$ cat config.mk
export PLATFORM = sky130hd
export DESIGN_NAME = out_term_status
export DESIGN_NICKNAME = d
export VERILOG_FILES = /design/src/include/out_term_pkg.sv /design/src/rtl/out_term_status.sv /design/src/rtl/term_select.sv
export SDC_FILE = /design/constraint.sdc
export NUM_CORES = 1
export LEC_CHECK = 0
export BUFFER_PORTS_ARGS = -buffer_cell sky130_fd_sc_hd__buf_2
export CAP_MARGIN = 10
export CORE_MARGIN = 2
export CORE_UTILIZATION = 64
export CTS_CLUSTER_DIAMETER = 60
export CTS_CLUSTER_SIZE = 30
export DETAILED_ROUTE_END_ITERATION = 10
export MAX_ROUTING_LAYER = met4
export PLACE_DENSITY = 0.95
export SYNTH_ARGS = -nofsm -noshare
export SYNTH_HDL_FRONTEND = slang
export SYNTH_SLANG_ARGS = --single-unit
$ cat constraint.sdc
create_clock -name clk_i -period 10.3 [get_ports clk_i]
set_input_delay 2.06 -clock clk_i [delete_from_list [all_inputs] [get_ports clk_i]]
set_output_delay 2.06 -clock clk_i [all_outputs]
set_load 0.01 [all_outputs]
$ cat src/include/out_term_pkg.sv
// Constants for the output terminal status select block: codes, register map,
// reset values and status field positions.
// Assumes a 32-bit Avalon-MM slave with byte addresses and word-aligned registers.
package out_term_pkg;

	// Selection code width and function codes (positive polarity)
	localparam int              CODE_W     = 14;
	localparam logic [13:0]     F_RUN      = 14'h0000;
	localparam logic [13:0]     F_SU       = 14'h0001;
	localparam logic [13:0]     F_FDET     = 14'h0004;
	localparam logic [13:0]     F_READY    = 14'h000B;
	localparam logic [13:0]     F_POF      = 14'h005B;
	localparam logic [13:0]     F_PULSE    = 14'h005D;
	localparam logic [13:0]     F_MAINT    = 14'h005F;
	localparam logic [13:0]     F_REMOTE   = 14'h0060;
	localparam logic [13:0]     F_MINOR    = 14'h0062;
	localparam logic [13:0]     F_FAULT    = 14'h0063;
	localparam logic [13:0]     NEG_OFFSET = 14'h0064;
	localparam logic [13:0]     NEG_LAST   = 14'h00C7;
	localparam logic [13:0]     NO_FUNC    = 14'h270F;

	// Terminals: 0 running terminal, 1 open collector, 2 relay contact
	localparam int              NUM_TERM   = 3;
	localparam int              RELAY_IDX  = 2;

	// Register byte offsets
	localparam int              ADDR_W     = 6;
	localparam logic [5:0]      OFF_SEL0   = 6'h00;
	localparam logic [5:0]      SEL_STRIDE = 6'h04;
	localparam logic [5:0]      OFF_REMOTE = 6'h0C;
	localparam logic [5:0]      OFF_MCOUNT = 6'h10;
	localparam logic [5:0]      OFF_MTHR   = 6'h14;
	localparam logic [5:0]      OFF_SFREQ  = 6'h18;
	localparam logic [5:0]      OFF_STATUS = 6'h1C;
	localparam logic [5:0]      OFF_FCTL   = 6'h20;

	// Reset values
	localparam logic [13:0]     SEL0_RST   = F_RUN;
	localparam logic [13:0]     SEL1_RST   = F_FDET;
	localparam logic [13:0]     SEL2_RST   = F_FAULT;
	localparam logic [15:0]     SFREQ_RST  = 16'h0032;
	localparam logic [15:0]     MTHR_RST   = 16'h0024;

	// Status register bit positions
	localparam int              ST_READY   = 0;
	localparam int              ST_RUN     = 1;
	localparam int              ST_FAULT   = 2;
	localparam int              ST_POF     = 3;
	localparam int              ST_MAINT   = 4;
	localparam int              ST_MINOR   = 5;
	localparam int              ST_SU      = 6;
	localparam int              ST_PULSE   = 7;
	localparam int              ST_TERM    = 8;

	// Fault control: write one to clear the latched faults
	localparam int              FCTL_RESET = 0;

	// Last count of a pulse frame; a frame lasts 256 clock cycles
	localparam logic [7:0]      PULSE_LAST = 8'hFF;

endpackage : out_term_pkg

$ cat src/rtl/out_term_status.sv
// Output terminal status select: status flags, fault latches, pulse train and
// per-terminal function routing behind an Avalon-MM register slave.
// Assumes drive status inputs are synchronous to clk_i and fault inputs are levels.
//
// Function
// - Codes 91/191 route power-off fault flag
// - Codes 93/193 pulse train, refused on relay
// - Codes 95/195 route maintenance timer flag
// - Codes 96/196 drive remote output bit
// - Codes 98/198 route minor alarm flag
// - Codes 99/199 route latched fault flag
// - Same function on many terminals drives identically, except remote output bits
// - Low codes conduct active, high codes invert
// - Ready when startable, also while running
// - Running at or above starting frequency, off braking
// - Ready codes 11/111, running codes 0/100
// - Ready drops on fault, shutoff, coasting power loss with no start command
// - Running terminal defaults to running, positive
// - Relay terminal defaults to fault output
// - Power-off fault from listed internal faults
// - Earth fault shown as overcurrent still power-off
// - Up-to-frequency routed unfiltered from its source
`timescale 1ns/1ps

module out_term_status #(
	parameter int FREQ_W  = 16,
	parameter int MAINT_W = 16,
	parameter int AVG_W   = 8
) (
	// Clock, reset, enable
	input  wire logic                              clk_i,
	input  wire logic                              rst_i,
	input  wire logic                              ce_i,
	// Avalon-MM slave
	input  wire logic [out_term_pkg::ADDR_W-1:0]   avs_address_i,
	input  wire logic                              avs_read_i,
	input  wire logic                              avs_write_i,
	input  wire logic [31:0]                       avs_writedata_i,
	input  wire logic [3:0]                        avs_byteenable_i,
	output logic [31:0]                            avs_readdata_o,
	output logic                                   avs_waitrequest_o,
	// Drive state
	input  wire logic [FREQ_W-1:0]                 output_freq_i,
	input  wire logic                              start_cmd_i,
	input  wire logic                              dc_brake_i,
	input  wire logic                              output_shutoff_input_i,
	input  wire logic                              coasting_i,
	input  wire logic                              restarting_i,
	input  wire logic                              power_fail_i,
	input  wire logic                              undervoltage_i,
	input  wire logic                              up_to_frequency_flag_i,
	input  wire logic [AVG_W-1:0]                  avg_current_i,
	input  wire logic                              maint_tick_i,
	// Fault and warning sources
	input  wire logic                              brake_alarm_i,
	input  wire logic                              earth_fault_trip_i,
	input  wire logic                              accel_overcurrent_trip_i,
	input  wire logic                              phase_loss_i,
	input  wire logic                              storage_fault_i,
	input  wire logic                              board_fault_i,
	input  wire logic                              cpu_fault_i,
	input  wire logic                              inrush_fault_i,
	input  wire logic                              other_trip_i,
	input  wire logic                              fan_fail_i,
	input  wire logic                              comm_warn_i,
	// Terminals and flags
	output logic [out_term_pkg::NUM_TERM-1:0]      terminal_o,
	output logic                                   operation_ready_flag_o,
	output logic                                   running_flag_o,
	output logic                                   fault_flag_o,
	output logic                                   power_off_fault_flag_o
);

	localparam int NT = out_term_pkg::NUM_TERM;
	localparam int CW = out_term_pkg::CODE_W;

	typedef struct packed {
		logic [NT-1:0][CW-1:0] sel;
		logic [NT-1:0]         remote;
		logic [MAINT_W-1:0]    maint_count;
		logic [MAINT_W-1:0]    maint_thresh;
		logic [FREQ_W-1:0]     start_freq;
		logic                  fault;
		logic                  pof;
		logic                  init_done;
		logic                  ack;
		logic [31:0]           rdata;
		logic [NT-1:0]         term;
		logic [7:0]            pulse_cnt;
		logic                  pulse_phase;
		logic                  pulse;
	} state_t;

	state_t q;
	state_t next_q;

	logic            req;
	logic            wr_commit;
	logic            fault_clr;
	logic            pof_src;
	logic            fault_src;
	logic            ready;
	logic            running;
	logic            maint_flag;
	logic            minor_alarm_flag;
	logic [31:0]     rd_val;
	logic [31:0]     wr_val;
	logic [31:0]     status;
	logic [NT-1:0]   drive;
	logic [7:0]      pulse_level;

	// Byte address of a terminal's selection register
	function automatic logic [out_term_pkg::ADDR_W-1:0] sel_addr(input int i);
		logic [out_term_pkg::ADDR_W-1:0] idx;
		idx = i[out_term_pkg::ADDR_W-1:0];
		return out_term_pkg::OFF_SEL0 + idx * out_term_pkg::SEL_STRIDE;
	endfunction : sel_addr

	// Whether a code may be stored in a terminal's selection
	function automatic logic code_ok(input logic [CW-1:0] code, input logic relay);
		logic pulse_code;
		pulse_code = (code == out_term_pkg::F_PULSE)
			|| (code == out_term_pkg::F_PULSE + out_term_pkg::NEG_OFFSET);
		return ((code <= out_term_pkg::NEG_LAST) || (code == out_term_pkg::NO_FUNC))
			&& !(relay && pulse_code);
	endfunction : code_ok

	// Merge write data into an old word under byte enables
	function automatic logic [31:0] be_merge(input logic [31:0] old, input logic [31:0] wd,
		input logic [3:0] be);
		logic [31:0] res;
		res = old;
		for (int b = 0; b < 4; b++) begin
			if (be[b]) begin
				res[b*8 +: 8] = wd[b*8 +: 8];
			end
		end
		return res;
	endfunction : be_merge

	// Bus handshake: one wait cycle, then the answer
	assign req               = avs_read_i || avs_write_i;
	assign avs_waitrequest_o = req && !q.ack;
	assign wr_commit         = avs_write_i && q.ack;
	assign avs_readdata_o    = q.rdata;

	// Fault sources
	assign pof_src   = brake_alarm_i || earth_fault_trip_i || phase_loss_i
		|| storage_fault_i || board_fault_i || cpu_fault_i || inrush_fault_i;
	assign fault_src = pof_src || accel_overcurrent_trip_i || other_trip_i;

	// Drive indications
	assign ready = q.init_done && !q.fault && !output_shutoff_input_i
		&& !(coasting_i && !start_cmd_i && (power_fail_i || undervoltage_i));
	assign running = (output_freq_i >= q.start_freq) && !dc_brake_i
		&& !q.fault && !output_shutoff_input_i && !(coasting_i && !restarting_i);
	assign maint_flag       = q.maint_count >= q.maint_thresh;
	assign minor_alarm_flag = fan_fail_i || comm_warn_i;

	// Status word
	always_comb begin
		status = '0;
		status[out_term_pkg::ST_READY]       = ready;
		status[out_term_pkg::ST_RUN]         = running;
		status[out_term_pkg::ST_FAULT]       = q.fault;
		status[out_term_pkg::ST_POF]         = q.pof;
		status[out_term_pkg::ST_MAINT]       = maint_flag;
		status[out_term_pkg::ST_MINOR]       = minor_alarm_flag;
		status[out_term_pkg::ST_SU]          = up_to_frequency_flag_i;
		status[out_term_pkg::ST_PULSE]       = q.pulse;
		status[out_term_pkg::ST_TERM +: NT]  = q.term;
	end

	// Read mux; unmapped addresses read as zero
	always_comb begin
		rd_val = '0;
		for (int i = 0; i < NT; i++) begin
			if (avs_address_i == sel_addr(i)) begin
				rd_val = 32'(q.sel[i]);
			end
		end
		case (avs_address_i)
			out_term_pkg::OFF_REMOTE: rd_val = 32'(q.remote);
			out_term_pkg::OFF_MCOUNT: rd_val = 32'(q.maint_count);
			out_term_pkg::OFF_MTHR:   rd_val = 32'(q.maint_thresh);
			out_term_pkg::OFF_SFREQ:  rd_val = 32'(q.start_freq);
			out_term_pkg::OFF_STATUS: rd_val = status;
			default: ;
		endcase
	end

	assign wr_val    = be_merge(rd_val, avs_writedata_i, avs_byteenable_i);
	assign fault_clr = wr_commit && (avs_address_i == out_term_pkg::OFF_FCTL)
		&& avs_byteenable_i[0] && avs_writedata_i[out_term_pkg::FCTL_RESET];

	// Pulse train: alternate frames of average current and timer high byte
	assign pulse_level = q.pulse_phase ? q.maint_count[MAINT_W-1 -: 8] : avg_current_i[AVG_W-1 -: 8];

	// Terminal routing, one selector per terminal
	genvar g;
	generate
		for (g = 0; g < NT; g++) begin : g_term
			term_select u_sel (
				.code_i    (q.sel[g]),
				.remote_i  (q.remote[g]),
				.running_i (running),
				.ready_i   (ready),
				.su_i      (up_to_frequency_flag_i),
				.pof_i     (q.pof),
				.pulse_i   (q.pulse),
				.maint_i   (maint_flag),
				.minor_i   (minor_alarm_flag),
				.fault_i   (q.fault),
				.conduct_o (drive[g])
			);
		end
	endgenerate

	// Next state
	always_comb begin
		next_q           = q;
		next_q.ack       = req && !q.ack;
		next_q.init_done = 1'b1;
		next_q.term      = drive;
		if (req && !q.ack) begin
			next_q.rdata = avs_read_i ? rd_val : '0;
		end
		// Latched faults: a new fault wins over a clear in the same cycle
		next_q.fault = fault_src || (q.fault && !fault_clr);
		next_q.pof   = pof_src || (q.pof && !fault_clr);
		// Maintenance timer count, saturating
		if (maint_tick_i && !(&q.maint_count)) begin
			next_q.maint_count = q.maint_count + 1'b1;
		end
		// Pulse generator
		next_q.pulse = q.pulse_cnt < pulse_level;
		if (q.pulse_cnt == out_term_pkg::PULSE_LAST) begin
			next_q.pulse_cnt   = '0;
			next_q.pulse_phase = !q.pulse_phase;
		end else begin
			next_q.pulse_cnt = q.pulse_cnt + 1'b1;
		end
		// Register writes at the edge where waitrequest is low
		if (wr_commit) begin
			for (int i = 0; i < NT; i++) begin
				if (avs_address_i == sel_addr(i) && code_ok(wr_val[CW-1:0], i == out_term_pkg::RELAY_IDX)) begin
					next_q.sel[i] = wr_val[CW-1:0];
				end
			end
			case (avs_address_i)
				out_term_pkg::OFF_REMOTE: next_q.remote       = wr_val[NT-1:0];
				out_term_pkg::OFF_MCOUNT: next_q.maint_count  = wr_val[MAINT_W-1:0];
				out_term_pkg::OFF_MTHR:   next_q.maint_thresh = wr_val[MAINT_W-1:0];
				out_term_pkg::OFF_SFREQ:  next_q.start_freq   = wr_val[FREQ_W-1:0];
				default: ;
			endcase
		end
	end

	// State register with clock enable
	always_ff @(posedge clk_i or posedge rst_i) begin
		if (rst_i) begin
			q              <= '0;
			q.sel[0]       <= out_term_pkg::SEL0_RST;
			q.sel[1]       <= out_term_pkg::SEL1_RST;
			q.sel[out_term_pkg::RELAY_IDX] <= out_term_pkg::SEL2_RST;
			q.maint_thresh <= MAINT_W'(out_term_pkg::MTHR_RST);
			q.start_freq   <= FREQ_W'(out_term_pkg::SFREQ_RST);
		end else if (ce_i) begin
			q <= next_q;
		end
	end

	// Flag outputs
	assign terminal_o             = q.term;
	assign operation_ready_flag_o = ready;
	assign running_flag_o         = running;
	assign fault_flag_o           = q.fault;
	assign power_off_fault_flag_o = q.pof;
endmodule : out_term_status

$ cat src/rtl/term_select.sv
// One output terminal: picks a function by its selection code, then applies polarity.
// Assumes all flag inputs are synchronous levels; the caller registers the drive.
`timescale 1ns/1ps

module term_select (
	// Selection
	input  wire logic [out_term_pkg::CODE_W-1:0] code_i,
	input  wire logic                            remote_i,
	// Status flags
	input  wire logic                            running_i,
	input  wire logic                            ready_i,
	input  wire logic                            su_i,
	input  wire logic                            pof_i,
	input  wire logic                            pulse_i,
	input  wire logic                            maint_i,
	input  wire logic                            minor_i,
	input  wire logic                            fault_i,
	// Terminal drive, high means conducting
	output logic                                 conduct_o
);

	logic [out_term_pkg::CODE_W-1:0] base;
	logic                            neg;
	logic                            known;
	logic                            active;

	// Split the code into function and polarity
	always_comb begin
		neg  = (code_i >= out_term_pkg::NEG_OFFSET) && (code_i <= out_term_pkg::NEG_LAST);
		base = neg ? code_i - out_term_pkg::NEG_OFFSET : code_i;
	end

	// Function first, polarity afterwards
	always_comb begin
		known  = 1'b1;
		active = 1'b0;
		case (base)
			out_term_pkg::F_RUN:    active = running_i;
			out_term_pkg::F_READY:  active = ready_i;
			out_term_pkg::F_SU:     active = su_i;
			out_term_pkg::F_POF:    active = pof_i;
			out_term_pkg::F_PULSE:  active = pulse_i;
			out_term_pkg::F_MAINT:  active = maint_i;
			out_term_pkg::F_REMOTE: active = remote_i;
			out_term_pkg::F_MINOR:  active = minor_i;
			out_term_pkg::F_FAULT:  active = fault_i;
			default:                known  = 1'b0;
		endcase
		// Unknown or no-function codes never conduct
		conduct_o = known && (active ^ neg);
	end

endmodule : term_select

Word level (Yosys, flattened, before mapping)
Index checks and enable logic that the tools add are counted.
{"block": "totals", "out_inout_bits": 40, "wordCells": 164, "inputBits": 91, "register_bits": 142}
{"block": "op_classes", "n_bitwise": 3, "add_sub_neg": 5, "n_eq_ne": 36, "magnitude_cmp": 10, "n_reduce_logical": 71, "mux": 23}
{"op": "equality test 14 x 7 -> 1 bit (second input constant)", "count": 19}
{"op": "2-to-1 mux 14 bit", "count": 6}
{"op": "one-hot mux 16 bit (5 select lines)", "count": 1}
{"op": "2-to-1 mux 16 bit", "count": 4}
{"op": "<= comparator 14 x 8 -> 1 bit (second input constant)", "count": 4}
{"op": "2-to-1 mux 48 bit", "count": 1}
{"op": "equality test 14 x 1 -> 1 bit (second input constant)", "count": 3}
{"op": "equality test 14 x 4 -> 1 bit (second input constant)", "count": 3}
{"op": ">= comparator 14 x 7 -> 1 bit (second input constant)", "count": 3}
{"op": "logical NOT 14 bit", "count": 3}
{"op": "subtractor 14 x 7 -> 14 bit (second input constant)", "count": 3}
{"op": ">= comparator 16 bit", "count": 2}
{"op": "2-to-1 mux 32 bit", "count": 1}
{"op": "2-to-1 mux 8 bit", "count": 4}
{"op": "logical AND 1 bit", "count": 28}
{"op": "one-hot mux 1 bit (9 select lines)", "count": 3}
{"op": "OR reduction 9 bit", "count": 3}
{"op": "equality test 6 x 5 -> 1 bit (second input constant)", "count": 4}
{"op": "AND reduction 3 bit", "count": 6}
{"op": "adder 16 x 1 -> 16 bit (second input constant)", "count": 1}
{"op": "AND reduction 16 bit", "count": 1}
{"op": "logical OR 1 bit", "count": 15}
{"op": "equality test 14 bit (second input constant)", "count": 1}
{"op": "equality test 14 x 8 -> 1 bit (second input constant)", "count": 1}
{"op": "other kinds (11)", "count": 28}

Longest topological paths before layout
Gate-level depths: netlist of the first run.
{"block": "logic_depth", "word_depth": 13, "mapped_depth": 14, "ltp_nobuf": 11}

Hierarchy
From an unflattened synthesis of the first run, not the netlist that was laid out.
{"block": "unflattened", "cells_unflattened": 1184, "hier_area_um2": 10351.2}
{"module": "out_term_status", "cells_each": 860, "n_inst": 1, "seq_area_each_um2": 3165.5, "area_each_um2": 8144.1}
{"module": "term_select", "cells_each": 108, "n_inst": 3, "seq_area_each_um2": 0.0, "area_each_um2": 735.7}

Least setup slack after synthesis of the first run
No wires, ideal clock.
{"block": "synth_path", "kind": "input -> output", "from": "in output_freq_i[0]", "to": "out running_flag_o", "stages": 8, "setup_slack_ps": 4583, "arrival_time_ps": 3657, "n_path_buf": 0, "cell_sequence": "inv_1 -> ha_1 -> nand2b_1 -> a2111oi_0 -> nor4_1 -> nor4_1 -> or2_2 -> inv_1"}
{"block": "synth_via", "elab_chain_cells": 5}
{"item": "start, declared", "line": "out_term_status.sv:43", "source": "input wire logic [FREQ_W-1:0] output_freq_i,"}
{"item": ">= comparator 16 bit", "line": "out_term_status.sv:155", "source": "assign running = (output_freq_i >= q.start_freq) && !dc_brake_i"}
{"item": "logical AND 1 bit", "line": "out_term_status.sv:155"}
{"item": "logical AND 1 bit (3 in series)", "line": "out_term_status.sv:156", "source": "&& !q.fault && !output_shutoff_input_i && !(coasting_i && !restarting_i);"}
{"item": "end, declared", "line": "out_term_status.sv:69", "source": "output logic running_flag_o,"}
No other way between the ends.

Final worst setup path of the first run
Same ends and word-level chain as after synthesis.

==> flow_summary.yaml, run 1 <==
floorplan:
  rows: 44
  dieArea_um2: 16100
  initial_utilization_pct: 65.8
  ios: 131
  core_region_area_um2: 14600
  fp.dieH_um: 127
  die_w_um: 127
pwr:
  p_switching_w: 0.000428
  internal_power_w: 0.00101
  ir_drop_v: 0.000126
  p_seq_share_pct: 40.7
  pwr-share-clk_pct: 43.6
  switching_share_pct: 29.8
  p_leak_nw: 4.64
  p_total_w: 0.00144
  pwr-share-comb_pct: 15.7
  powerDensity_nw_per_um2: 137
clocking:
  clkSinkCount: 126
  cts_max_path_buffers: 2
  cts_post_setup_buffers_inserted: 0
  insertion_delay_ps: 430
  cts_tree: "built"
  cts_hold_buf: 0
  root_buffer: "clkbuf_16"
  clk_pin_slew_ps: 60
  post_cts_resized: 0
  htreeDepth: 4
  cts_made_buffers: 17
sta:
  drv_slew: 0
  rsz0062_at_grt: "false"
  hold_viol: 0
  post-route-period-util_pct: 61.6
  relSlewSlack_pct: 15.8
  fin_hold_ws_ps: 468
  finalSetupViolCount: 0
  tightest_slew_ps: 1250
  fmax_mhz: 158
  setup_tns_ps: 0
  worst_clock_skew_ps: 12.6
  period_needed_ps: 6350
worst_setup_path:
  path_buf_inv: 4
  path_depth: 10
  timing.rr.start: "q[94]"
  cp.required_ps: 8240
  end_kind: "primary output"
  critPathArrivalTime_ps: 4290
  r2r_setup_slack_ps: 5920
  startpoint_type: "input pin"
  crit_fanout: 4
  worstReg2RegEnd: "q[120]"
  r2r_cells: 11
  crit_start: "output_freq_i[0]"
  critical_path.top_delay_family: "simple AND/OR/NAND/NOR gates"
  cp_slowest_cell: "nor4_1"
  critPathMaxStageDelay_ps: 700
  critPathKind: "in -> out"
  endpoint: "running_flag_o"
  path_cells: "buf_2 > inv_1 > ha_1 > nand2b_1 > a2111oi_0 > nor4_1 > nor4_1 > or2_2 > inv_1 > buf_2"
hold_path:
  worst_hold_path_type: "reg -> reg"
  hp-start: "q[46]"
drt:
  firstDrtPassIters: 6
  routed_via_density: 6.99
  post_drt_wl_per_cell_um: 22.6
  route.vias.total: 9506
  drc: 0
  finalWirelength_um: 30700
  drt_iter0_drc: 1188
  ant_nets: 0
synth:
  synth_commonest_cells: "nand2_1, dfrtp_1, o21ai_0, nor2_1"
  syn_area_um2: 9640
  synth_top_area_share_pct: 30.1
  synth_edf_count: 0
  yosys-top-cells-area: "dfrtp_1, ha_1, o21ai_0, nand2_1, mux2_2"
  synth_top_area_cell: "dfrtp_1"
  postSynthAreaPerCell_um2: 8.52
  ys_seq_area_share_pct: 32.8
  yosys_warnings: 0
  ys_async_sr_fraction_pct: 100
  netlist_instances: 1132
  synth_seq_cells: 126
  synthDistinctLibCells: 86
  synthFlopType: "dfrtp_1"
  synth.most_common_cell: "nand2_1"
grt:
  antenna_found_initial: 0
  gr-total-overflow: 0
  gr-usage-all-layers_pct: 39.5
  first_global_vias: 8916
  use_met1_pct: 47.8
  grt_max_degree: 69
  met3_usage_pct: 9.95
  grt_pass1_wl_um: 47600
  met2_usage_pct: 61.3
  top_usage_layer: "met2"
finish:
  area_growth_pct: 8.79
  n_antenna_cell: 0
  drive_gt1_share_pct: 17.9
  layout.nets: 1300
  num-fill-cells: 1127
placed_design:
  gp_congestion: 1.05
  dp_hpwl_um: 22300
  portBuffers: 96
status:
  status: "complete, no violations"
flow_run:
  drv_cap: 0
[cell type report]
| cell class | count | area [µm²] | share of cell area, % |
|---|---|---|---|
| Multi-Input combinational cell | 855 | 5730 | 54.6 |
| Timing Repair Buffer | 102 | 529 | 5.05 |
| Inverter | 60 | 228 | 2.17 |
| Clock buffer | 20 | 447 | 4.26 |
| Tap cell | 184 | 230 | 2.20 |
| Clock inverter | 12 | 163 | 1.55 |
| Sequential cell | 126 | 3170 | 30.2 |
[per-stage QoR]
stage / std cells / setup slack, ps / area [µm²] / util [%]
finish: 1359 / 3950 / 10500 / 71.6
global route: 1359 / 3790 / 10500 / 71.6
CTS: 1358 / 3980 / 10500 / 71.5
detailed placement: 1326 / 3810 / 9870 / 67.4
global placement: 1326 / 3880 / 9870 / 67.4
floorplan: 1147 / 4580 / 9700 / -
[flip-flops by register name (all words and copies together), names as in the netlist]
signal	cells
fault_flag_o	1
power_off_fault_flag_o	1
q	105
terminal_o	3
avs_readdata_o	16
[power by group through the flow]
stage / Sequential [W] / Combinational (W) / Clock (W)
final: 0.000585 / 0.000225 / 0.000626
after global routing: 0.000587 / 0.000253 / 0.000646
after CTS: 0.000581 / 0.000221 / 0.000622
after detailed placement: 0.000589 / 0.000217 / 0
after global placement: 0.000587 / 0.000206 / 0
after floorplan: 0.000569 / 0.000162 / 0
[cell usage in the layout, fill, tap and decap left out, types with 25 or more instances in the layout]
| cell type | instances |
|---|---|
| a21oi_1 | 59 |
| buf_2 | 96 |
| dfrtp_1 | 116 |
| ha_1 | 47 |
| inv_1 | 58 |
| mux2_2 | 36 |
| mux2i_1 | 25 |
| nand2_1 | 120 |
| nand3_1 | 38 |
| nor2_1 | 60 |
| o21ai_0 | 96 |
[kinds of logic after synthesis]
| logic type | count (synthesis) | synth area share, % |
|---|---|---|
| other cells | 1 | 0.0389 |
| compound gates | 333 | 23.3 |
| buf+inv | 166 | 8.36 |
| fa+ha+maj | 47 | 6.10 |
| flops | 126 | 32.8 |
| simple gates | 375 | 19.8 |
| mux | 70 | 8.24 |
| xor+xnor | 14 | 1.27 |
[how the worst min path moves through the flow]
stage                 end  slack (ps)  depth (start not counted)
floorplan           q[46]         430                          1
global placement    q[46]         450                          1
detailed placement  q[46]         450                          1
CTS                 q[46]         470                          1
global route        q[46]         500                          1
finish              q[46]         470                          1
[layer usage]
metal / routed length, µm / vias up
li1: - / 4192
met1: 11400 / 4496
met2: 14200 / 666
met3: 3330 / 152
met4: 1790 / 0
met5: 0 / -
No activity file was read; power rests on OpenSTA's default activity.
==> run 2, diff against run 1 <==
Settings changed: ABC_AREA set to 1, CORE_UTILIZATION 64 to 59, PLACE_DENSITY 0.95 to 0.89.
Clock period 10.3 ns to 6.29 ns, I/O delays scaled along.
==> run 2 against run 1 <==
Combinational power is 87% higher. Sequential power is 66% higher. Cell count is 31% higher. Worst hold slack worse by 1.4 ps. Count of clock-buffer cells in the layout is 1 lower. Synthesized area is 2.4% higher. First-iteration DRC count is 23% lower. Clock power is 69% higher. Synthesized cell count is 32% higher. Die area is 11% higher. Highest routed layer unchanged.
==> flow_summary.yaml, run 2 <==
floorplan:
  die_w_um: 133
  rows: 47
  core_region_area_um2: 16500
  ios: 131
  dieArea_um2: 17800
  initial_utilization_pct: 59.9
  fp.dieH_um: 133
drt:
  drt_iter0_drc: 915
  route.vias.total: 10300
  top_layer_used: "met4"
  routed_via_density: 5.80
  post_drt_wl_per_cell_um: 16.8
  dr_wl_met2_um: 14000
  wl_met1_um: 11900
  wl_met3_um: 2440
  drc: 0
  ant_nets: 0
  finalWirelength_um: 29900
  firstDrtPassIters: 6
finish:
  layout.nets: 1690
  multi_input_area_um2: 5570
  num-fill-cells: 1446
  final-seq-area_um2: 3170
  layout_common_cells: "nand2_1, inv_1, nor2_1, nand3_1, dfrtp_1"
  largest_reg_flops: 105
  final_common_cell: "nand2_1"
  final_cells: 1785
  regMostFlops: "q"
  n_antenna_cell: 0
  drive_gt1_share_pct: 12.1
  area_growth_pct: 9.90
sta:
  worst_clock_skew_ps: 7.87
  period_needed_ps: 4490
  relSlewSlack_pct: 34.1
  rsz0062_at_grt: "false"
  drv_slew: 0
  hold_viol: 0
  post-route-period-util_pct: 71.4
  finalSetupViolCount: 0
  setup_tns_ps: 0
  tightest_slew_ps: 989
  fmax_mhz: 223
worst_setup_path:
  critPathKind: "in -> reg"
  critPathArrivalTime_ps: 4800
  critPathMaxStageDelay_ps: 570
  end_kind: "flop"
  crit_start: "avs_address_i[1]"
  r2r_cells: 17
  crit_fanout: 13
  path_common_cell: "nand2_1"
  worstReg2RegEnd: "q[131]"
  cp_slowest_cell: "nor2_1"
  r2r_setup_slack_ps: 2500
  startpoint_type: "input pin"
  cp.required_ps: 6600
  path_cells: "buf_2 > nor2_4 > nand2_1 > nor2_1 > inv_1 > o22ai_1 > a21oi_1 > nand3_1 > nand2_1 > nand2_1 > nor2_1 > a21oi_2 > nand2_1 > nand2_1 > nand2_1"
  timing.rr.start: "q[92]"
grt:
  first_global_vias: 9570
  grt_max_degree: 81
  gr-total-overflow: 0
  gr-usage-all-layers_pct: 35.3
  antenna_found_initial: 0
  grt_pass1_wl_um: 47800
synth:
  synth_edf_count: 0
  synth_top_area_share_pct: 29.4
  yosys_warnings: 0
  synthFlopType: "dfrtp_1"
  synth_commonest_cells: "nand2_1, inv_1, nand3_1, nor2_1, dfrtp_1"
  ys_seq_area_share_pct: 32.1
  synth_seq_cells: 126
  postSynthAreaPerCell_um2: 6.61
  ys_async_sr_fraction_pct: 100
  netlist_instances: 1493
  synthDistinctLibCells: 51
  synth.most_common_cell: "nand2_1"
  synth_top_area_cell: "dfrtp_1"
  syn_area_um2: 9870
  yosys-top-cells-area: "dfrtp_1, nand2_1, inv_1, nand3_1, ha_1"
pwr:
  p_leak_nw: 5.73
  p_switching_w: 0.000750
  powerDensity_nw_per_um2: 226
  internal_power_w: 0.00170
  switching_share_pct: 30.6
  pwr-share-comb_pct: 17.2
  ir_drop_v: 0.000192
  p_seq_share_pct: 39.6
  pwr-share-clk_pct: 43.2
placed_design:
  dp_hpwl_um: 22200
  dp_cells: 1753
  portBuffers: 96
  gp_congestion: 0.968
hold_path:
  min_to: "q[46]"
  worst_hold_path_type: "reg -> reg"
  hp-start: "q[46]"
  hold_depth: 1
clocking:
  insertion_delay_ps: 440
  clk_pin_slew_ps: 50
  cts_tree: "built"
  clkSinkCount: 126
  root_buffer: "clkbuf_16"
  cts_made_buffers: 17
  cts_max_path_buffers: 2
  post_cts_resized: 0
  htreeDepth: 4
  cts_hold_buf: 0
  cts_post_setup_buffers_inserted: 0
flow_run:
  drv_cap: 0
status:
  status: "complete, no violations"
## run 2: changes by cell type after synthesis, sizes merged, moves of 18 or more
cell / change
nand2: +368
mux2: -44
nand3: +96
nor2: +77
inv: +121
clkbuf: -38
nand4: +24
and3: -18
mux2i: -24
## run 2: cell families after synthesis
group / count (synthesis) / share of synthesized area (%)
muxes: 1 / 0.101
DFF: 126 / 32.1
and+or+nand+nor: 837 / 36.4
AOI/OAI and AO/OA: 212 / 12.4
adders and majority gates: 47 / 5.96
other: 1 / 0.0380
xor gates and xnor gates: 12 / 1.06
buffers and inverters: 257 / 12.0
## run 2: area by class of cell
class / instances / share of cell area (%)
clock buffers: 19 / 4.08
clock inverters: 13 / 1.74
inverters: 181 / 6.29
multi-input cells: 1125 / 51.4
flip-flops and latches: 126 / 29.2
well taps: 220 / 2.54
repair buffers: 101 / 4.78
## run 2: routing by layer
metal	up-vias	track usage, %
met2	506	56.9
li1	4942	-
met4	0	18.7
met3	124	6.39
met1	4776	42.3
met5	-	-
## run 2: power by group through the flow
stage / registers [W] / logic, W / clock network, W
2_1_floorplan: 0.000943 / 0.000304 / 0
3_3_place_gp: 0.000978 / 0.000388 / 0
3_5_place_dp: 0.000980 / 0.000408 / 0
4_1_cts: 0.000967 / 0.000414 / 0.00106
5_1_grt: 0.000981 / 0.000473 / 0.00109
6_report: 0.000971 / 0.000420 / 0.00106
## run 2: how the worst max path moves through the flow
| stage | to | slack [ps] |
|---|---|---|
| 6_report | q[131] | 1800 |
| 4_1_cts | q[131] | 1960 |
| 5_1_grt | q[130] | 1550 |
| 3_3_place_gp | q[136] | 1560 |
| 2_1_floorplan | avs_readdata_o[0] | 1690 |
| 3_5_place_dp | q[131] | 1580 |
## run 2: worst max-delay path, delay by kind of cell
kind            cells  cell delay, ps
compound gates      3             850
simple gates       10            2350
buf+inv             2             330
## run 2: metrics by stage
stage	hold slack, ps	setup WS, ps	utilization (%)	instance area, µm²	total power [W]
2_1_floorplan	437	1690	-	9930	0.00125
3_3_place_gp	451	1560	62.0	10200	0.00137
3_5_place_dp	453	1580	62.0	10200	0.00139
4_1_cts	469	1960	65.9	10800	0.00244
5_1_grt	486	1550	65.9	10800	0.00255
6_report	467	1800	65.9	10800	0.00245
==> run 3, diff against run 2 <==
Settings changed: CORE_UTILIZATION 59 to 54, PLACE_DENSITY 0.89 to 0.86.
Clock period 6.29 ns to 3.6 ns, I/O delays scaled along.
==> run 3 against run 2 <==
Clock skew is 0.88 ps higher. Sequential power is 75% higher. Wire length is 2.5% higher. First-iteration DRC count is 22% higher. Sequential share of layout area is 0.61 points lower. Die area is 9.0% higher. Cell count is 2.4% higher.
==> flow_summary.yaml, run 3 (same netlist as run 2, synthesis figures left out) <==
finish:
  regMostFlops: "q"
  n_antenna_cell: 0
  largest_reg_flops: 105
  layout_common_cells: "nand2_1, inv_1, nor2_1, nand3_1, dfrtp_1"
  layout.nets: 1724
  final_cells: 1828
  area_growth_pct: 12.2
  final_common_cell: "nand2_1"
  drive_gt1_share_pct: 13.7
  num-fill-cells: 1630
worst_setup_path:
  startpoint_type: "input pin"
  end_kind: "flop"
  cp.required_ps: 3910
  crit_fanout: 30
  critPathKind: "in -> reg"
  critPathArrivalTime_ps: 3620
sta:
  worst_clock_skew_ps: 8.75
  rsz0062_at_grt: "false"
  hold_viol: 0
  drv_slew: 0
  finalSetupViolCount: 0
  post-route-period-util_pct: 92.0
  relSlewSlack_pct: 38.2
  setup_tns_ps: 0
  fin_hold_ws_ps: 474
  fmax_mhz: 302
  period_needed_ps: 3310
  tightest_slew_ps: 925
drt:
  drc: 0
  drt_iter0_drc: 1116
  finalWirelength_um: 30700
  firstDrtPassIters: 7
  top_layer_used: "met4"
  routed_via_density: 5.72
  route.vias.total: 10500
  ant_nets: 0
  dr_wl_met2_um: 14400
  wl_met3_um: 2600
  wl_met1_um: 11900
  post_drt_wl_per_cell_um: 16.8
clocking:
  cts_hold_buf: 0
  cts_tree: "built"
  root_buffer: "clkbuf_16"
  insertion_delay_ps: 420
  clk_pin_slew_ps: 50
  htreeDepth: 4
  clkSinkCount: 126
  cts_max_path_buffers: 2
  cts_made_buffers: 17
placed_design:
  gp_congestion: 1.02
  dp_cells: 1796
  portBuffers: 96
  dp_hpwl_um: 23200
floorplan:
  ios: 131
  dieArea_um2: 19400
  fp.dieH_um: 139
  rows: 49
  die_w_um: 139
  initial_utilization_pct: 54.9
  core_region_area_um2: 18000
pwr:
  p_seq_share_pct: 40.9
  powerDensity_nw_per_um2: 375
  ir_drop_v: 0.000354
  switching_share_pct: 30.8
  pwr-share-comb_pct: 18.7
  internal_power_w: 0.00287
  pwr-share-clk_pct: 40.4
  p_switching_w: 0.00128
  p_leak_nw: 5.88
grt:
  first_global_vias: 9932
  gr-total-overflow: 0
  gr-usage-all-layers_pct: 33.0
  antenna_found_initial: 0
  grt_max_degree: 56
  grt_pass1_wl_um: 49400
status:
  status: "complete, no violations"
hold_path:
  worst_hold_path_type: "reg -> reg"
flow_run:
  drv_cap: 0
[run 3: cell count changes in the layout (fill, tap and decap cells not counted), sizes merged]
| cell | previous run | this run |
|---|---|---|
| inv | 182 | 180 |
| bufinv | 4 | 2 |
| clkbuf | 19 | 25 |
| clkinv | 6 | 4 |
| buf | 101 | 135 |
[run 3: what timing repair did]
action	4_1_cts	5_1_grt
endpoints found under the setup margin	0	1
setup buffers	0	0
endpoints found under the hold margin	0	0
gates resized for setup	0	1
[run 3: worst max-delay path, cell delays in order]
cell and delay [ps]:
buf_2 120, nor2_4 190, nand2_1 140, nor2_2 460, inv_1 260, o211ai_1 230
o21ai_1 150, nand2_1 90, nand2_1 160, inv_2 200, nand2_1 70, nor2_1 110
nand3_1 90, nand2_2 130, buf_12 200, nand2_4 130, nand2_1 120, nand2_1 50
[run 3: through the flow]
stage / instance area, µm² / worst slack [ps] / util (%) / power, W
2_1_floorplan: 9930 / 947 / - / 0.00218
3_3_place_gp: 10500 / -51.3 / 58.5 / 0.00243
3_5_place_dp: 10500 / -102 / 58.5 / 0.00247
4_1_cts: 11100 / 319 / 61.6 / 0.00414
5_1_grt: 11100 / 131 / 61.7 / 0.00433
6_report: 11100 / 289 / 61.7 / 0.00415
[run 3: cell type report]
class                      instances  area [µm²]  share of cell area (%)
clock buffer                      25         475                    4.29
clock inverter                     7        87.6                   0.791
timing repair buffer             135         798                    7.21
multi-input combinational       1125        5580                    50.4
inverter                         181         683                    6.17
tap                              229         287                    2.59
sequential                       126        3170                    28.6
[run 3: worst paths after layout]
check | from | end | slack [ps] | cells past startpoint
min in group asynchronous | rst_i | avs_readdata_o[6] | 490 | 2
max in group asynchronous | rst_i | q[67] | 2270 | 3
max | avs_address_i[1] | q[108] | 290 | 18
max reg2reg | q[92] | q[132] | 590 | 16
min reg2reg | q[46] | q[46] | 470 | 1
min | q[46] | q[46] | 470 | 1
[run 3: routing by layer]
metal / vias to the layer above / global-route usage (%)
met5: - / -
met4: 0 / 17.6
met3: 127 / 5.28
met2: 527 / 53.2
met1: 4789 / 39.8
li1: 5009 / -
[run 3: power groups by stage]
| stage | registers [W] | logic, W | clock network (W) |
|---|---|---|---|
| 3_5_place_dp | 0.00172 | 0.000751 | 0 |
| 3_3_place_gp | 0.00171 | 0.000716 | 0 |
| 5_1_grt | 0.00171 | 0.000876 | 0.00174 |
| 4_1_cts | 0.00169 | 0.000763 | 0.00168 |
| 6_report | 0.00170 | 0.000774 | 0.00168 |
| 2_1_floorplan | 0.00165 | 0.000532 | 0 |
